### config.mk
export PLATFORM = sky130hd
export DESIGN_NAME = pcf_crc_engine
export DESIGN_NICKNAME = d
export VERILOG_FILES = /design/src/logic/pcf_pkg.sv /design/src/logic/pcf_crc_engine.sv
export SDC_FILE = /design/constraint.sdc
export NUM_CORES = 1
export LEC_CHECK = 0
export BUFFER_PORTS_ARGS = -buffer_cell sky130_fd_sc_hd__buf_2
export CAP_MARGIN = 20
export CORE_MARGIN = 2
export CORE_UTILIZATION = 55
export CTS_CLUSTER_DIAMETER = 100
export DETAILED_ROUTE_END_ITERATION = 6
export GPL_TIMING_DRIVEN = 0
export PLACE_DENSITY = 0.77
export SLEW_MARGIN = 40
export SYNTH_ARGS = -nofsm -noshare
export SYNTH_HDL_FRONTEND = slang
export SYNTH_SLANG_ARGS = --single-unit
### constraint.sdc
create_clock -name ref_clk -period 4.3 [get_ports ref_clk]
set_input_delay 1.29 -clock ref_clk [delete_from_list [all_inputs] [get_ports ref_clk]]
set_output_delay 1.29 -clock ref_clk [all_outputs]
set_load 0.01 [all_outputs]
### src/logic/pcf_pkg.sv
// Package for the programmable CRC engine with data FIFO
// Notes on behaviour
// - Depth 8 when length field above 7, else 16
// - Entries right aligned, one byte minimum per write
// - Count increments on write of top byte
// - Shift only while started and count nonzero
// - One bit per clock, length times count cycles
// - Full at depth, empty at zero count
// - Write while full rolls count to zero, no interrupt
// - Interrupt when count goes from one to zero
// - Sleep freezes state, resumes unchanged
// - Stop-in-idle selects freeze or run in idle
// - Length field holds polynomial length minus one
// - Tap bits select terms, constant term always
`default_nettype none
package pcf_pkg;

  // ==========================================================
  // Register offsets (word index)
  localparam logic [2:0] PCF_OFS_CTRL = 3'h0;
  localparam logic [2:0] PCF_OFS_TAPS = 3'h1;
  localparam logic [2:0] PCF_OFS_RESULT = 3'h2;
  localparam logic [2:0] PCF_OFS_WDATA = 3'h3;
  localparam logic [2:0] PCF_OFS_ISTAT = 3'h4;
  localparam logic [2:0] PCF_OFS_IMASK = 3'h5;

  // ==========================================================
  // Control register field positions
  localparam int PCF_BIT_STOP_IDLE = 13;
  localparam int PCF_BIT_COUNT_LO = 8;
  localparam int PCF_BIT_FULL = 7;
  localparam int PCF_BIT_EMPTY = 6;
  localparam int PCF_BIT_GO = 4;
  localparam int PCF_BIT_IRQ_DRAIN = 0;

  // ==========================================================
  // Sizes and reset values
  localparam int PCF_DATA_W = 16;
  localparam int PCF_CNT_W = 5;
  localparam int PCF_PTR_W = 4;
  localparam logic [4:0] PCF_DEPTH_LONG = 5'h08;
  localparam logic [4:0] PCF_DEPTH_SHORT = 5'h10;
  localparam logic [3:0] PCF_LEN_SPLIT = 4'h7;
  localparam logic [15:0] PCF_TAPS_RST = 16'h0000;
  localparam logic [15:0] PCF_RESULT_RST = 16'h0000;
  localparam logic [3:0] PCF_LEN_RST = 4'h0;

  // ==========================================================
  // Control fields carried together
  typedef struct packed {
    logic stop_idle;
    logic go;
    logic [3:0] poly_len;
  } pcf_ctrl_s;

  localparam pcf_ctrl_s PCF_CTRL_RST = '{stop_idle: 1'b0, go: 1'b0, poly_len: 4'h0};

endpackage : pcf_pkg
`default_nettype wire

### src/logic/pcf_crc_engine.sv
// Programmable CRC engine with word FIFO and drain interrupt
//
// Design decisions made here: the address map and the strobed register port.
`timescale 1ns/1ps
`default_nettype none

module pcf_crc_engine #(
  parameter int DATA_W = pcf_pkg::PCF_DATA_W,
  parameter int FIFO_MAX = 16
) (
  input wire logic ref_clk,
  input wire logic rst_n,
  input wire logic [2:0] bus_addr,
  input wire logic [15:0] bus_wdata,
  input wire logic [1:0] bus_be,
  input wire logic bus_wr,
  input wire logic bus_rd,
  output logic [15:0] bus_rdata,
  input wire logic sleep_mode,
  input wire logic idle_mode,
  output logic irq
);

  // ==========================================================
  // State
  pcf_pkg::pcf_ctrl_s ctrl_r, ctrl_nxt;
  logic [15:0] taps_r, taps_nxt;
  logic [15:0] crc_r, crc_nxt;
  logic [15:0] stage_r, stage_nxt;
  logic [4:0] count_r, count_nxt;
  logic [3:0] wr_ptr_r, wr_ptr_nxt;
  logic [3:0] rd_ptr_r, rd_ptr_nxt;
  logic [3:0] bit_cnt_r, bit_cnt_nxt;
  logic istat_r, istat_nxt;
  logic imask_r, imask_nxt;
  logic [15:0] rdata_r, rdata_nxt;
  logic [DATA_W-1:0] fifo_mem [FIFO_MAX];

  // ==========================================================
  // Derived terms
  logic [4:0] depth;
  logic full;
  logic empty;
  logic freeze;
  logic shift_en;
  logic [15:0] len_mask;
  logic [15:0] head;
  logic [3:0] cur_bit;
  logic din;
  logic fb;
  logic [15:0] push_word;
  logic wr_ctrl, wr_taps, wr_res, wr_wdat, wr_imask;
  logic msb_written;
  logic push;
  logic rollover;
  logic pop;
  logic drain_evt;

  // Short polynomials pack twice as many entries
  assign depth = (ctrl_r.poly_len > pcf_pkg::PCF_LEN_SPLIT) ?
                 pcf_pkg::PCF_DEPTH_LONG : pcf_pkg::PCF_DEPTH_SHORT;
  assign full = (count_r == depth);
  assign empty = (count_r == 5'h00);

  // Freeze holds every flip-flop of the datapath; bus and irq stay live
  assign freeze = sleep_mode | (idle_mode & ctrl_r.stop_idle);
  assign shift_en = ctrl_r.go & ~empty & ~freeze;

  assign len_mask = 16'hffff >> (4'hf - ctrl_r.poly_len);
  assign head = fifo_mem[rd_ptr_r];
  assign cur_bit = ctrl_r.poly_len - bit_cnt_r;
  assign din = head[cur_bit];
  assign fb = din ^ crc_r[ctrl_r.poly_len];

  assign wr_ctrl = bus_wr && (bus_addr == pcf_pkg::PCF_OFS_CTRL);
  assign wr_taps = bus_wr && (bus_addr == pcf_pkg::PCF_OFS_TAPS);
  assign wr_res = bus_wr && (bus_addr == pcf_pkg::PCF_OFS_RESULT);
  assign wr_wdat = bus_wr && (bus_addr == pcf_pkg::PCF_OFS_WDATA);
  assign wr_imask = bus_wr && (bus_addr == pcf_pkg::PCF_OFS_IMASK);

  // The top data bit lives in byte one only for lengths above eight
  assign msb_written = ctrl_r.poly_len[3] ? bus_be[1] : bus_be[0];
  assign push_word = {bus_be[1] ? bus_wdata[15:8] : stage_r[15:8],
                      bus_be[0] ? bus_wdata[7:0] : stage_r[7:0]} & len_mask;
  assign push = wr_wdat & msb_written & ~freeze;
  assign rollover = push & full;
  assign pop = shift_en & (bit_cnt_r == ctrl_r.poly_len) & ~rollover;
  assign drain_evt = pop & ~push & (count_r == 5'h01);

  // ==========================================================
  // Next-state logic
  always_comb begin
    ctrl_nxt = ctrl_r;
    taps_nxt = taps_r;
    crc_nxt = crc_r;
    stage_nxt = stage_r;
    count_nxt = count_r;
    wr_ptr_nxt = wr_ptr_r;
    rd_ptr_nxt = rd_ptr_r;
    bit_cnt_nxt = bit_cnt_r;
    istat_nxt = istat_r;
    imask_nxt = imask_r;
    rdata_nxt = 16'h0000;

    if (wr_ctrl) begin
      if (bus_be[1]) begin
        ctrl_nxt.stop_idle = bus_wdata[pcf_pkg::PCF_BIT_STOP_IDLE];
      end
      if (bus_be[0]) begin
        ctrl_nxt.go = bus_wdata[pcf_pkg::PCF_BIT_GO];
        ctrl_nxt.poly_len = bus_wdata[3:0];
      end
    end
    if (wr_taps) begin
      if (bus_be[1]) begin
        taps_nxt[15:8] = bus_wdata[15:8];
      end
      if (bus_be[0]) begin
        taps_nxt[7:1] = bus_wdata[7:1];
      end
    end
    if (wr_imask && bus_be[0]) begin
      imask_nxt = bus_wdata[pcf_pkg::PCF_BIT_IRQ_DRAIN];
    end
    if (wr_wdat && !freeze) begin
      stage_nxt = push_word;
    end

    // Seeding the result by software, shifting takes precedence
    if (wr_res && !shift_en) begin
      if (bus_be[1]) begin
        crc_nxt[15:8] = bus_wdata[15:8];
      end
      if (bus_be[0]) begin
        crc_nxt[7:0] = bus_wdata[7:0];
      end
    end

    // One data bit per clock into the LFSR
    if (shift_en && !rollover) begin
      crc_nxt = (crc_r << 1) & len_mask;
      if (fb) begin
        crc_nxt = crc_nxt ^ ({taps_r[15:1], 1'b1} & len_mask);
      end
      if (pop) begin
        bit_cnt_nxt = 4'h0;
        rd_ptr_nxt = rd_ptr_r + 4'h1;
      end else begin
        bit_cnt_nxt = bit_cnt_r + 4'h1;
      end
    end

    // Overflowing write discards the queue silently
    if (rollover) begin
      count_nxt = 5'h00;
      wr_ptr_nxt = rd_ptr_r;
      bit_cnt_nxt = 4'h0;
    end else if (push && !pop) begin
      count_nxt = count_r + 5'h01;
      wr_ptr_nxt = wr_ptr_r + 4'h1;
    end else if (pop && !push) begin
      count_nxt = count_r - 5'h01;
    end else if (push && pop) begin
      wr_ptr_nxt = wr_ptr_r + 4'h1;
    end

    // Register read path, one cycle latency
    if (bus_rd) begin
      if (bus_addr == pcf_pkg::PCF_OFS_CTRL) begin
        rdata_nxt[pcf_pkg::PCF_BIT_STOP_IDLE] = ctrl_r.stop_idle;
        rdata_nxt[12:8] = count_r;
        rdata_nxt[pcf_pkg::PCF_BIT_FULL] = full;
        rdata_nxt[pcf_pkg::PCF_BIT_EMPTY] = empty;
        rdata_nxt[pcf_pkg::PCF_BIT_GO] = ctrl_r.go;
        rdata_nxt[3:0] = ctrl_r.poly_len;
      end else if (bus_addr == pcf_pkg::PCF_OFS_TAPS) begin
        rdata_nxt = {taps_r[15:1], 1'b0};
      end else if (bus_addr == pcf_pkg::PCF_OFS_RESULT) begin
        rdata_nxt = crc_r;
      end else if (bus_addr == pcf_pkg::PCF_OFS_WDATA) begin
        rdata_nxt = crc_r;
      end else if (bus_addr == pcf_pkg::PCF_OFS_ISTAT) begin
        rdata_nxt[pcf_pkg::PCF_BIT_IRQ_DRAIN] = istat_r;
        istat_nxt = 1'b0;
      end else if (bus_addr == pcf_pkg::PCF_OFS_IMASK) begin
        rdata_nxt[pcf_pkg::PCF_BIT_IRQ_DRAIN] = imask_r;
      end else begin
        rdata_nxt = 16'h0000;
      end
    end

    // A drain in the same cycle as the clearing read is kept
    if (drain_evt) begin
      istat_nxt = 1'b1;
    end
  end

  // ==========================================================
  // Registers
  always_ff @(posedge ref_clk or negedge rst_n) begin
    if (!rst_n) begin
      ctrl_r <= pcf_pkg::PCF_CTRL_RST;
      taps_r <= pcf_pkg::PCF_TAPS_RST;
      crc_r <= pcf_pkg::PCF_RESULT_RST;
      stage_r <= 16'h0000;
      count_r <= 5'h00;
      wr_ptr_r <= 4'h0;
      rd_ptr_r <= 4'h0;
      bit_cnt_r <= 4'h0;
      istat_r <= 1'b0;
      imask_r <= 1'b0;
      rdata_r <= 16'h0000;
    end else begin
      ctrl_r <= ctrl_nxt;
      taps_r <= taps_nxt;
      crc_r <= crc_nxt;
      stage_r <= stage_nxt;
      count_r <= count_nxt;
      wr_ptr_r <= wr_ptr_nxt;
      rd_ptr_r <= rd_ptr_nxt;
      bit_cnt_r <= bit_cnt_nxt;
      istat_r <= istat_nxt;
      imask_r <= imask_nxt;
      rdata_r <= rdata_nxt;
    end
  end

  // Storage needs no reset; count gates every read of it
  always_ff @(posedge ref_clk) begin
    if (push && !rollover) begin
      fifo_mem[wr_ptr_r] <= push_word[DATA_W-1:0];
    end
  end

  assign bus_rdata = rdata_r;
  // Level output stays live while frozen so pending events pass on
  assign irq = istat_r & imask_r;

endmodule : pcf_crc_engine

`default_nettype wire

==> metrics.md, run 1 <==
| Metric | Value |
|---|---|
| Final hold violations | 0 |
| GRT Util Overall | between 20% and 30% |
| Synth Register Bits | about 340 |
| IO Count | 44 |
| Reg clk slew, reported paths | approximately 0.06 ns |
| Initial antenna violation count | 1 |
| Synthesized Nets | 987 |
| Die Area | 28800 sq um |
| Setup violators final | 0 |
| GR Overflow Total | 0 |
| Crit end category | register |
| Layout Cells excl Fill | roughly 1400 |
| CTS Buffer Depth | 3 |
| Setup Skew | between 0.02 and 0.025 ns |
| Fin nets | 1070 |
| CTS tree | done |
| Total power | 9.84 mW |
| Initial Utilization | a little under three fifths |
| Clk Latency, worst-skew pair | 0.53 ns |
| Setup TNS | 0 ns |
| Slew Viols, Final | 0 |
| Stages on worst setup path | 12 |
| Slew @ Worst Pin | 0.778 ns |
| Critical Path Source | rd_ptr_r[1] |
| WL per Instance | 26.2 um |
| Max Cap Viol | 0 |
| Crit path cell chain | buf_4 > clkbuf_1 > nor2b_1 > a22oi_1 > nand3_1 > nand4_1 > a2111o_1 > nand4_1 > buf_2 > nand3_2 > xor2_1 > o31ai_2 |
| Normalized max-slew margin | between 40% and 50% |
| Vias per std cell | ~6.5 |
| Reg2reg path depth | 12 |
| FFs w/ async S/R, synth | 25.6% |
| Post-synth EDFFs | ~260 |
| Synthesized instance count | around 950 |
| Crit share post-route | between 90 and 100% |
| Avg Inst Size Synth | around 16 sq um |
| Hold-fix buffers, CTS | 0 |
| Count leader, synth | edfxtp_1 |
| Cell taking the most area after synthesis | edfxtp_1 |
| CP top delay family | buffers and inverters |
| DRC viols | 0 |
| Most frequent CP cell | nand4_1 |
| Power Dens Cells | between 500 and 600 nW/um^2 |
| Highest metal layer with signal wires | met4 |
| CP startpoint kind | register |
| Number of global-route vias before repair | between 9000 and 10000 |
| CP max stage delay | about 0.6 ns |
| Synth Cell Area | approximately 15000 sq um |
| Peak VDD IR | approximately 0.45 mV |
| Routed wire length | ~37000 um |
| Routed length on met3 | about 3200 um |
| FF-to-FF setup slack | between 0.3 and 0.4 ns |
| Leak pwr | around 6 nW |
| Hold WC Path Type | reg2reg |
| Fin crit period | 3.99 ns |
| Core Footprint | 27000 sq um |
| Antenna diodes | 0 |
| Worst R2R Start | rd_ptr_r[1] |
| Most frequent cells after synthesis | edfxtp_1, dfrtp_1, mux4_2 |
| WL met1 | between 15000 and 20000 um |
| First-pass DRT Iterations | 5 |
| Global-route wire length before repair | around 56000 um |
| Ranking of synthesized cells by area | edfxtp_1, dfrtp_1, mux4_2 |
| CP Max Fanout | 10 |
| Setup Fix Bufs, Post-CTS | 0 |
| Via count | between 9000 and 10000 |
| CTS HTree Levels | 2 |
| Final HPWL DP | 23700 um |
| Placed insts | around 1300 |
| Largest net degree at the start of global routing | 55 |
| R2R Path End | crc_r[5] |
| Antenna-violating nets left | 0 |
| Clock Sinks | between 300 and 400 |
| Slowest cell on the critical path | clkbuf_1 |
| WHS | approximately 0.5 ns |
| Layout area overhead | 12.8% |
| Register area share after synthesis | approximately 66% |
| Primary FF master, synth | edfxtp_1 |
| Cts bufs inserted | 35 |
| Status | completed |
| Crit path capture | crc_r[5] |
| Top-area cell type share of the netlist area | a little over 50% |
| Buf/Inv on CP | 3 |
| GP Congestion | 0.907 |
| I/O Buffers | 41 |
| F_max | approximately 0.25 GHz |
| Crit path required time | between 4 and 5 ns |
| Die width | 170 um |
| Cell variety after synth | 66 |
| Layout cells sized above 1 | about a quarter |
| Detailed Route Iter0 Violations | 938 |
| Unrepaired setup endpoints after global routing | false |
| Clock root cell | clkbuf_16 |
| Critical setup path kind | reg2reg |
| Die height | around 170 um |
| Synth Warn # | 0 |
| Crit path DAT | approximately 4.4 ns |
| Cell row count | 60 |
| Routed wl met2 | about 17000 um |
## repair_timing
item                                    in CTS  in global routing
cloned                                       0                  0
gates resized for setup                      2                  3
endpoints found under the setup margin      14                  5
endpoints found under the hold margin        0                  0
pin swaps                                    0                  0
## layout make-up
type	instances	area (sq um)
fillers	1900	9930
flip-flops and latches	344	9890
multi-input cells	529	4920
clock buffers	45	945
well taps	341	427
plain buffers	49	309
repair buffers	46	264
clock inverters	18	175
inverters	24	90.1
## worst min path at each step
stage	start	end	slack, ns	cells past startpoint
after detailed placement	stage_r[8]	stage_r[8]	0.50	1
after global routing	stage_r[6]	stage_r[6]	0.52	1
after CTS	stage_r[14]	stage_r[14]	0.51	1
after global placement	stage_r[0]	stage_r[0]	0.49	1
final	stage_r[14]	stage_r[14]	0.51	1
after floorplan	bit_cnt_r[3]	bit_cnt_r[3]	0.46	1
## state kept, by name, summed over array words and instances (netlist names)
| signal | cells |
|---|---|
| rd_ptr_r | 4 |
| ctrl_r | 6 |
| istat_r | 1 |
| fifo_mem | 256 |
| count_r | 5 |
| taps_r | 15 |
| imask_r | 1 |
| wr_ptr_r | 4 |
| bus_rdata | 16 |
| crc_r | 16 |
| stage_r | 16 |
| bit_cnt_r | 4 |
## worst register-to-register path, cell delays in order, from the launching register on
cell      delay [ns]
dfrtp_1         0.46
buf_4           0.27
clkbuf_1        0.61
nor2b_1         0.50
a22oi_1         0.21
nand3_1         0.12
nand4_1         0.17
a2111o_1        0.48
nand4_1         0.28
buf_2           0.33
nand3_2         0.12
xor2_1          0.16
o31ai_2         0.19
## through the flow
step | utilization, % | worst slack, ns | instance area, sq um
floorplan | - | 0.768 | 15100
global placement | 58.3 | -0.362 | 15700
detailed placement | 58.9 | -0.137 | 15900
CTS | 63.0 | 0.319 | 17000
global route | 63.1 | 0.0755 | 17000
finish | 63.1 | 0.306 | 17000
## layout by cell type, fill, tap and decap left out, types with 11 or more instances in the layout
cell type,count
and2_2,16
mux2i_1,31
nand3_1,15
ha_1,13
nor2_2,12
mux4_2,58
buf_2,50
o21ai_0,28
mux2_2,47
xor2_1,12
a22oi_1,11
mux4_1,11
clkbuf_1,30
o22ai_1,20
nand2_1,53
nor2_1,42
inv_1,23
clkbuf_16,36
dfrtp_1,88
nor3_1,22
edfxtp_1,256
a21oi_1,18
## power by group
| group | internal [mW] | switching (mW) |
|---|---|---|
| registers | 3.83 | 0.215 |
| clock network | 1.74 | 1.25 |
| logic | 1.16 | 1.65 |
| total | 6.73 | 3.12 |
## logic make-up after synthesis
logic type	after synthesis	synth area share, %
compound gates	124	5.79
xor+xnor	20	1.16
fa+ha+maj	14	1.21
buf+inv	73	2.63
flops	344	65.5
mux	147	16.1
simple gates	224	7.54
## metal layers
layer	up-vias	global-route usage [%]
li1	3861	-
met1	4673	37.3
met2	440	41.1
met3	77	6.06
met4	0	7.62
met5	-	0.522
Note: power is estimated with default switching activity, not from simulation.
==> inputs of run 2 (changes only) <==
Settings changed: CORE_ASPECT_RATIO set to 0.9, MAX_ROUTING_LAYER set to met4, REMOVE_ABC_BUFFERS set to 1.
==> run 2 against run 1 <==
Clock skew down 0.0024 ns. Design area down 0.21%. Combinational power down 4%. Worst hold slack worse by 0.0017 ns. Critical path depth up 1. Sequential share of layout area up 0.21 points. Setup slack worse by 0.052 ns. Register-to-register slack worse by 0.05 ns. Die area about the same. Final cell count down 1.6%.
==> metrics.md, run 2 (synthesized netlist as in run 1, its figures left out) <==
| Metric | Value |
|---|---|
| GR Overflow Total | 0 |
| First-pass DRT Iterations | 6 |
| CTS tree | done |
| Setup Skew | ~0.021 ns |
| Routed wire length | 35300 um |
| CTS HTree Levels | 2 |
| Peak VDD IR | roughly 0.33 mV |
| Slew @ Worst Pin | slightly above 0.8 ns |
| Final HPWL DP | approximately 22000 um |
| Cts bufs inserted | 36 |
| Antenna diodes | 0 |
| Layout area overhead | 12.5% |
| Crit path DAT | around 4.5 ns |
| Vias per std cell | roughly 6.5 |
| Initial Utilization | 56.0% |
| Largest net degree at the start of global routing | between 50 and 60 |
| Hold WC Path Type | reg2reg |
| GRT Util Overall | about a quarter |
| Status | completed |
| WL per Instance | roughly 26 um |
| Crit path cell chain | inv_1 > ha_1 > fa_1 > nand2b_1 > nor2_1 > nand3_1 > nand4_1 > a2111oi_2 > o31ai_4 > buf_4 > a31oi_1 > o21ai_1 > a221oi_1 |
| Setup violators final | 0 |
| CP startpoint kind | register |
| Crit end category | register |
| Critical setup path kind | reg2reg |
| Commonest non-fill, non-tap cell in the layout | edfxtp_1 |
| Number of global-route vias before repair | between 8000 and 9000 |
| Cell row count | between 50 and 60 |
| Clock share of power | a little under a third |
| Die width | between 150 and 200 um |
| Sw power | between 3 and 4 mW |
| Clock Sinks | around 340 |
| Crit path required time | ~4.7 ns |
| Top reg by flops | fifo_mem |
| Comb pwr share | between 20% and 30% |
| WHS | 0.507 ns |
| Slowest cell on the critical path | fa_1 |
| Initial antenna violation count | 0 |
| Commonest non-fill, non-tap cells in the layout | edfxtp_1, dfrtp_1, mux4_2, nand2_1, mux2_2 |
| Total power | 9.91 mW |
| Die height | approximately 160 um |
| Via count | a little under 9000 |
| Int Power | a little under 7 mW |
| Clock root cell | clkbuf_16 |
| Power Dens Cells | a little under 600 nW/um^2 |
| Post-layout instance area | between 15000 and 20000 sq um |
| DRC viols | 0 |
| Switching Fraction | 31.2% |
| Unrepaired setup endpoints after global routing | false |
| I/O Buffers | 43 |
| Final worst slack | 0.255 ns |
| Leak pwr | approximately 6.1 nW |
| CP Max Fanout | 9 |
| Max Cap Viol | 0 |
| Die Area | ~29000 sq um |
| Reg clk slew, reported paths | roughly 0.060 ns |
| Detailed Route Iter0 Violations | between 900 and 1000 |
| CP top delay family | compound AO/OA/AOI/OAI gates |
| Crit share post-route | between 90% and 100% |
| Core Footprint | between 20000 and 30000 sq um |
| Place WS | -0.285 ns |
| Final hold violations | 0 |
| F_max | ~0.25 GHz |
| Fin crit period | 4.05 ns |
| Slew Viols, Final | 0 |
| IO Count | 44 |
| Antenna-violating nets left | 0 |
| Fin nets | about 1000 |
| Layout cells sized above 1 | between 20% and 30% |
| Max FFs per register | about 260 |
| Seq pwr share | a little over two fifths |
| Clk Latency, worst-skew pair | 0.54 ns |
| GP Congestion | 0.895 |
| Hold depth | 1 |
| CTS Buffer Depth | 3 |
| CP max stage delay | roughly 0.66 ns |
| Stages on worst setup path | 13 |
| Reg2reg path depth | 13 |
| Global-route wire length before repair | 53500 um |
| Cell Area, Placed | between 15000 and 20000 sq um |
| Buf/Inv on CP | 2 |
| Normalized max-slew margin | a little under half |
run 2: metal layers:
layer | wire (um) | up-vias | track usage, %
met5 | 0 | - | -
met4 | 914 | 0 | 7.76
met3 | 3090 | 80 | 5.34
met2 | 16500 | 403 | 38.0
met1 | 14800 | 4608 | 37.8
li1 | - | 3791 | -
run 2: worst paths after layout:
path / start / end / slack (ns)
max: ctrl_r[0] / crc_r[8] / 0.25
min: stage_r[8] / stage_r[8] / 0.51
max reg2reg: ctrl_r[0] / crc_r[8] / 0.25
min reg2reg: stage_r[8] / stage_r[8] / 0.51
max in group asynchronous: rst_n / stage_r[2] / 3.03
min in group asynchronous: rst_n / count_r[3] / 0.67
run 2: timing repair:
| item | in CTS | in global routing |
|---|---|---|
| gates resized for setup | 1 | 2 |
| pin swaps | 2 | 0 |
| gates cloned | 0 | 0 |
| endpoints found under the setup margin | 15 | 15 |
| hold buffers | 0 | 0 |
| buffers inserted | 5 | 0 |
run 2: cell type report:
class	instances	area [sq um]
multi-input cells	529	4940
fillers	1896	9980
clock inverters	16	209
flip-flops and latches	344	9900
well taps	354	443
clock buffers	45	955
repair buffers	62	444
inverters	24	91.3
run 2: power by group through the flow:
| stage | clock [mW] | combinational, mW | sequential (mW) |
|---|---|---|---|
| 3_3_place_gp | 0 | 2.25 | 4.34 |
| 5_1_grt | 3.22 | 2.92 | 4.15 |
| 3_5_place_dp | 0 | 2.52 | 4.18 |
| 4_1_cts | 3.10 | 2.66 | 4.12 |
| 2_1_floorplan | 0 | 1.73 | 4.19 |
| 6_report | 3.08 | 2.71 | 4.13 |
run 2: stage by stage:
stage	cells	setup TNS [ns]	util, %
floorplan	897	-9.04	-
finish	1374	0	63.0
global route	1374	0	63.0
CTS	1374	0	62.9
detailed placement	1308	-2.19	58.4
global placement	1294	-40.21	57.3
==> inputs of run 3 (changes only) <==
Settings changed: CORE_UTILIZATION 55 to 65, PLACE_DENSITY 0.77 to 0.88.
Clock period 4.3 ns to 5.2 ns, I/O delays scaled along.
==> run 3 against run 2 <==
Utilization increased by 12 points. Via count increased by 3.8%. Die area decreased by 15%. Worst hold slack improved by 0.00057 ns. Global-route usage increased by 7.3 points. Routed wire length increased by 6.4%. Register-to-register slack improved by 0.51 ns. First-iteration DRC count increased by 29%. Sequential power decreased by 17%. Total power decreased by 15%. Final cell count decreased by 4.2%. Clock skew decreased by 0.0043 ns.
==> metrics.md, run 3 (synthesized netlist as in run 1, its figures left out) <==
| Metric | Value |
|---|---|
| Status | completed |
| Crit share post-route | 85.3% |
| GP Congestion | between 0.9 and 1 |
| Global-route wire length before repair | about 57000 um |
| Fin crit period | 4.43 ns |
| CP max stage delay | 0.83 ns |
| Core Footprint | about 23000 sq um |
| Antenna diodes | 0 |
| WL per Instance | 28.6 um |
| Slew @ Worst Pin | between 0.8 and 0.9 ns |
| Clock share of power | about a third |
| Number of global-route vias before repair | approximately 9200 |
| F_max | 0.226 GHz |
| CP top delay family | compound AO/OA/AOI/OAI gates |
| Normalized max-slew margin | between 40% and 50% |
| Final hold violations | 0 |
| Seq pwr share | about two fifths |
| Hold WC Path Type | reg2reg |
| Buf/Inv on CP | 2 |
| Fin nets | a little over 1000 |
| Clock Sinks | about 340 |
| Final worst slack | between 0.7 and 0.8 ns |
| Layout area overhead | 12.5% |
| Clock root cell | clkbuf_16 |
| Largest net degree at the start of global routing | between 40 and 50 |
| Setup Fix Bufs, Post-CTS | 0 |
| Peak VDD IR | around 0.32 mV |
| Routed wire length | around 38000 um |
| Die width | around 160 um |
| CTS tree | done |
| Antenna-violating nets left | 0 |
| WHS | 0.507 ns |
| Hold-fix buffers, CTS | 0 |
| CTS HTree Levels | 2 |
| Power Dens Cells | around 490 nW/um^2 |
| DRC viols | 0 |
| Top reg by flops | fifo_mem |
| PostCTS Resize Cnt | 0 |
| Cell row count | between 50 and 60 |
| Commonest non-fill, non-tap cells in the layout | edfxtp_1, dfrtp_1, mux4_2, nand2_1, mux2_2 |
| GR Overflow Total | 0 |
| Max FFs per register | approximately 260 |
| CP startpoint kind | register |
| Final HPWL DP | approximately 22000 um |
| CP Max Fanout | 11 |
| Initial Utilization | 66.7% |
| Cts bufs inserted | 36 |
| IO Count | between 40 and 50 |
| Sw power | 2.61 mW |
| Comb pwr share | 26.4% |
| Setup violators final | 0 |
| Clk Latency, worst-skew pair | around 0.53 ns |
| Slew Viols, Final | 0 |
| Setup Skew | about 0.017 ns |
| Crit path required time | between 5 and 6 ns |
| I/O Buffers | 43 |
| CTS Buffer Depth | 3 |
| Vias per std cell | 7.01 |
| Slowest cell on the critical path | fa_1 |
| Switching Fraction | 31.1% |
| Int Power | 5.77 mW |
| Die height | 149 um |
| Crit path cell chain | inv_1 > fa_1 > nor2_1 > o211ai_1 > o31ai_1 > a32o_1 > o311ai_1 > nand4_1 > buf_6 > a31oi_1 > o21ai_1 > a221oi_1 |
| Commonest non-fill, non-tap cell in the layout | edfxtp_1 |
| Initial antenna violation count | 0 |
| Place WS | slightly above 0.6 ns |
| First-pass DRT Iterations | 7 |
| Unrepaired setup endpoints after global routing | false |
| Detailed Route Iter0 Violations | around 1200 |
| Leak pwr | slightly above 6 nW |
| Via count | 9219 |
| Critical setup path kind | reg2reg |
| Crit path DAT | just under 5 ns |
| Crit end category | register |
| Reg clk slew, reported paths | around 0.06 ns |
| Layout cells sized above 1 | approximately 28% |
| Die Area | about 24000 sq um |
| GRT Util Overall | 33.4% |
| Max Cap Viol | 0 |
[run 3: cell count changes in the layout (fill, tap and decap cells not counted), sizes merged]
cell and change:
buf -5, bufinv +2, clkbuf +1, clkinv -1, clkinvlp +2
[run 3: layout make-up]
class                           count  area, sq um
Timing Repair Buffer               57          407
Clock buffer                       46         1010
Tap cell                          297          372
Sequential cell                   344         9900
Fill cell                        1229         5670
Inverter                           24         90.1
Clock inverter                     19          267
Multi-Input combinational cell    529         4930
[run 3: power by group through the flow]
stage	combinational (mW)	sequential, mW	clock (mW)
finish	2.22	3.42	2.75
global placement	1.83	3.58	0
detailed placement	2.06	3.46	0
global route	2.36	3.45	2.85
floorplan	1.43	3.47	0
CTS	2.11	3.41	2.76
[run 3: layer usage]
layer / GRT usage (%) / routed length [um] / share of wire (%)
met4: 10.7 / 1150 / 3.1
met3: 7.56 / 4340 / 12
met5: - / 0 / 0
met2: 51.3 / 18400 / 49
met1: 45.4 / 13700 / 37
[run 3: path summary, 6_finish.rpt]
kind                               to        from  depth (start not counted)  slack [ns]
max                          crc_r[8]   ctrl_r[1]                         12        0.77
min                        stage_r[5]  stage_r[5]                          1        0.51
max reg2reg                  crc_r[8]   ctrl_r[1]                         12        0.77
min reg2reg                stage_r[5]  stage_r[5]                          1        0.51
max in group asynchronous    crc_r[9]       rst_n                          2        3.65
min in group asynchronous     istat_r       rst_n                          1        0.97
[run 3: through the flow]
step	cell area [sq um]	total power, mW	instances	TNS [ns]	utilization [%]
finish	17000	8.39	1316	0	75.0
global route	17000	8.66	1316	0	75.0
CTS	16900	8.28	1314	0	74.8
detailed placement	15700	5.52	1249	0	69.2
global placement	15400	5.41	1237	-18.59	67.9
floorplan	14800	4.90	897	0	-
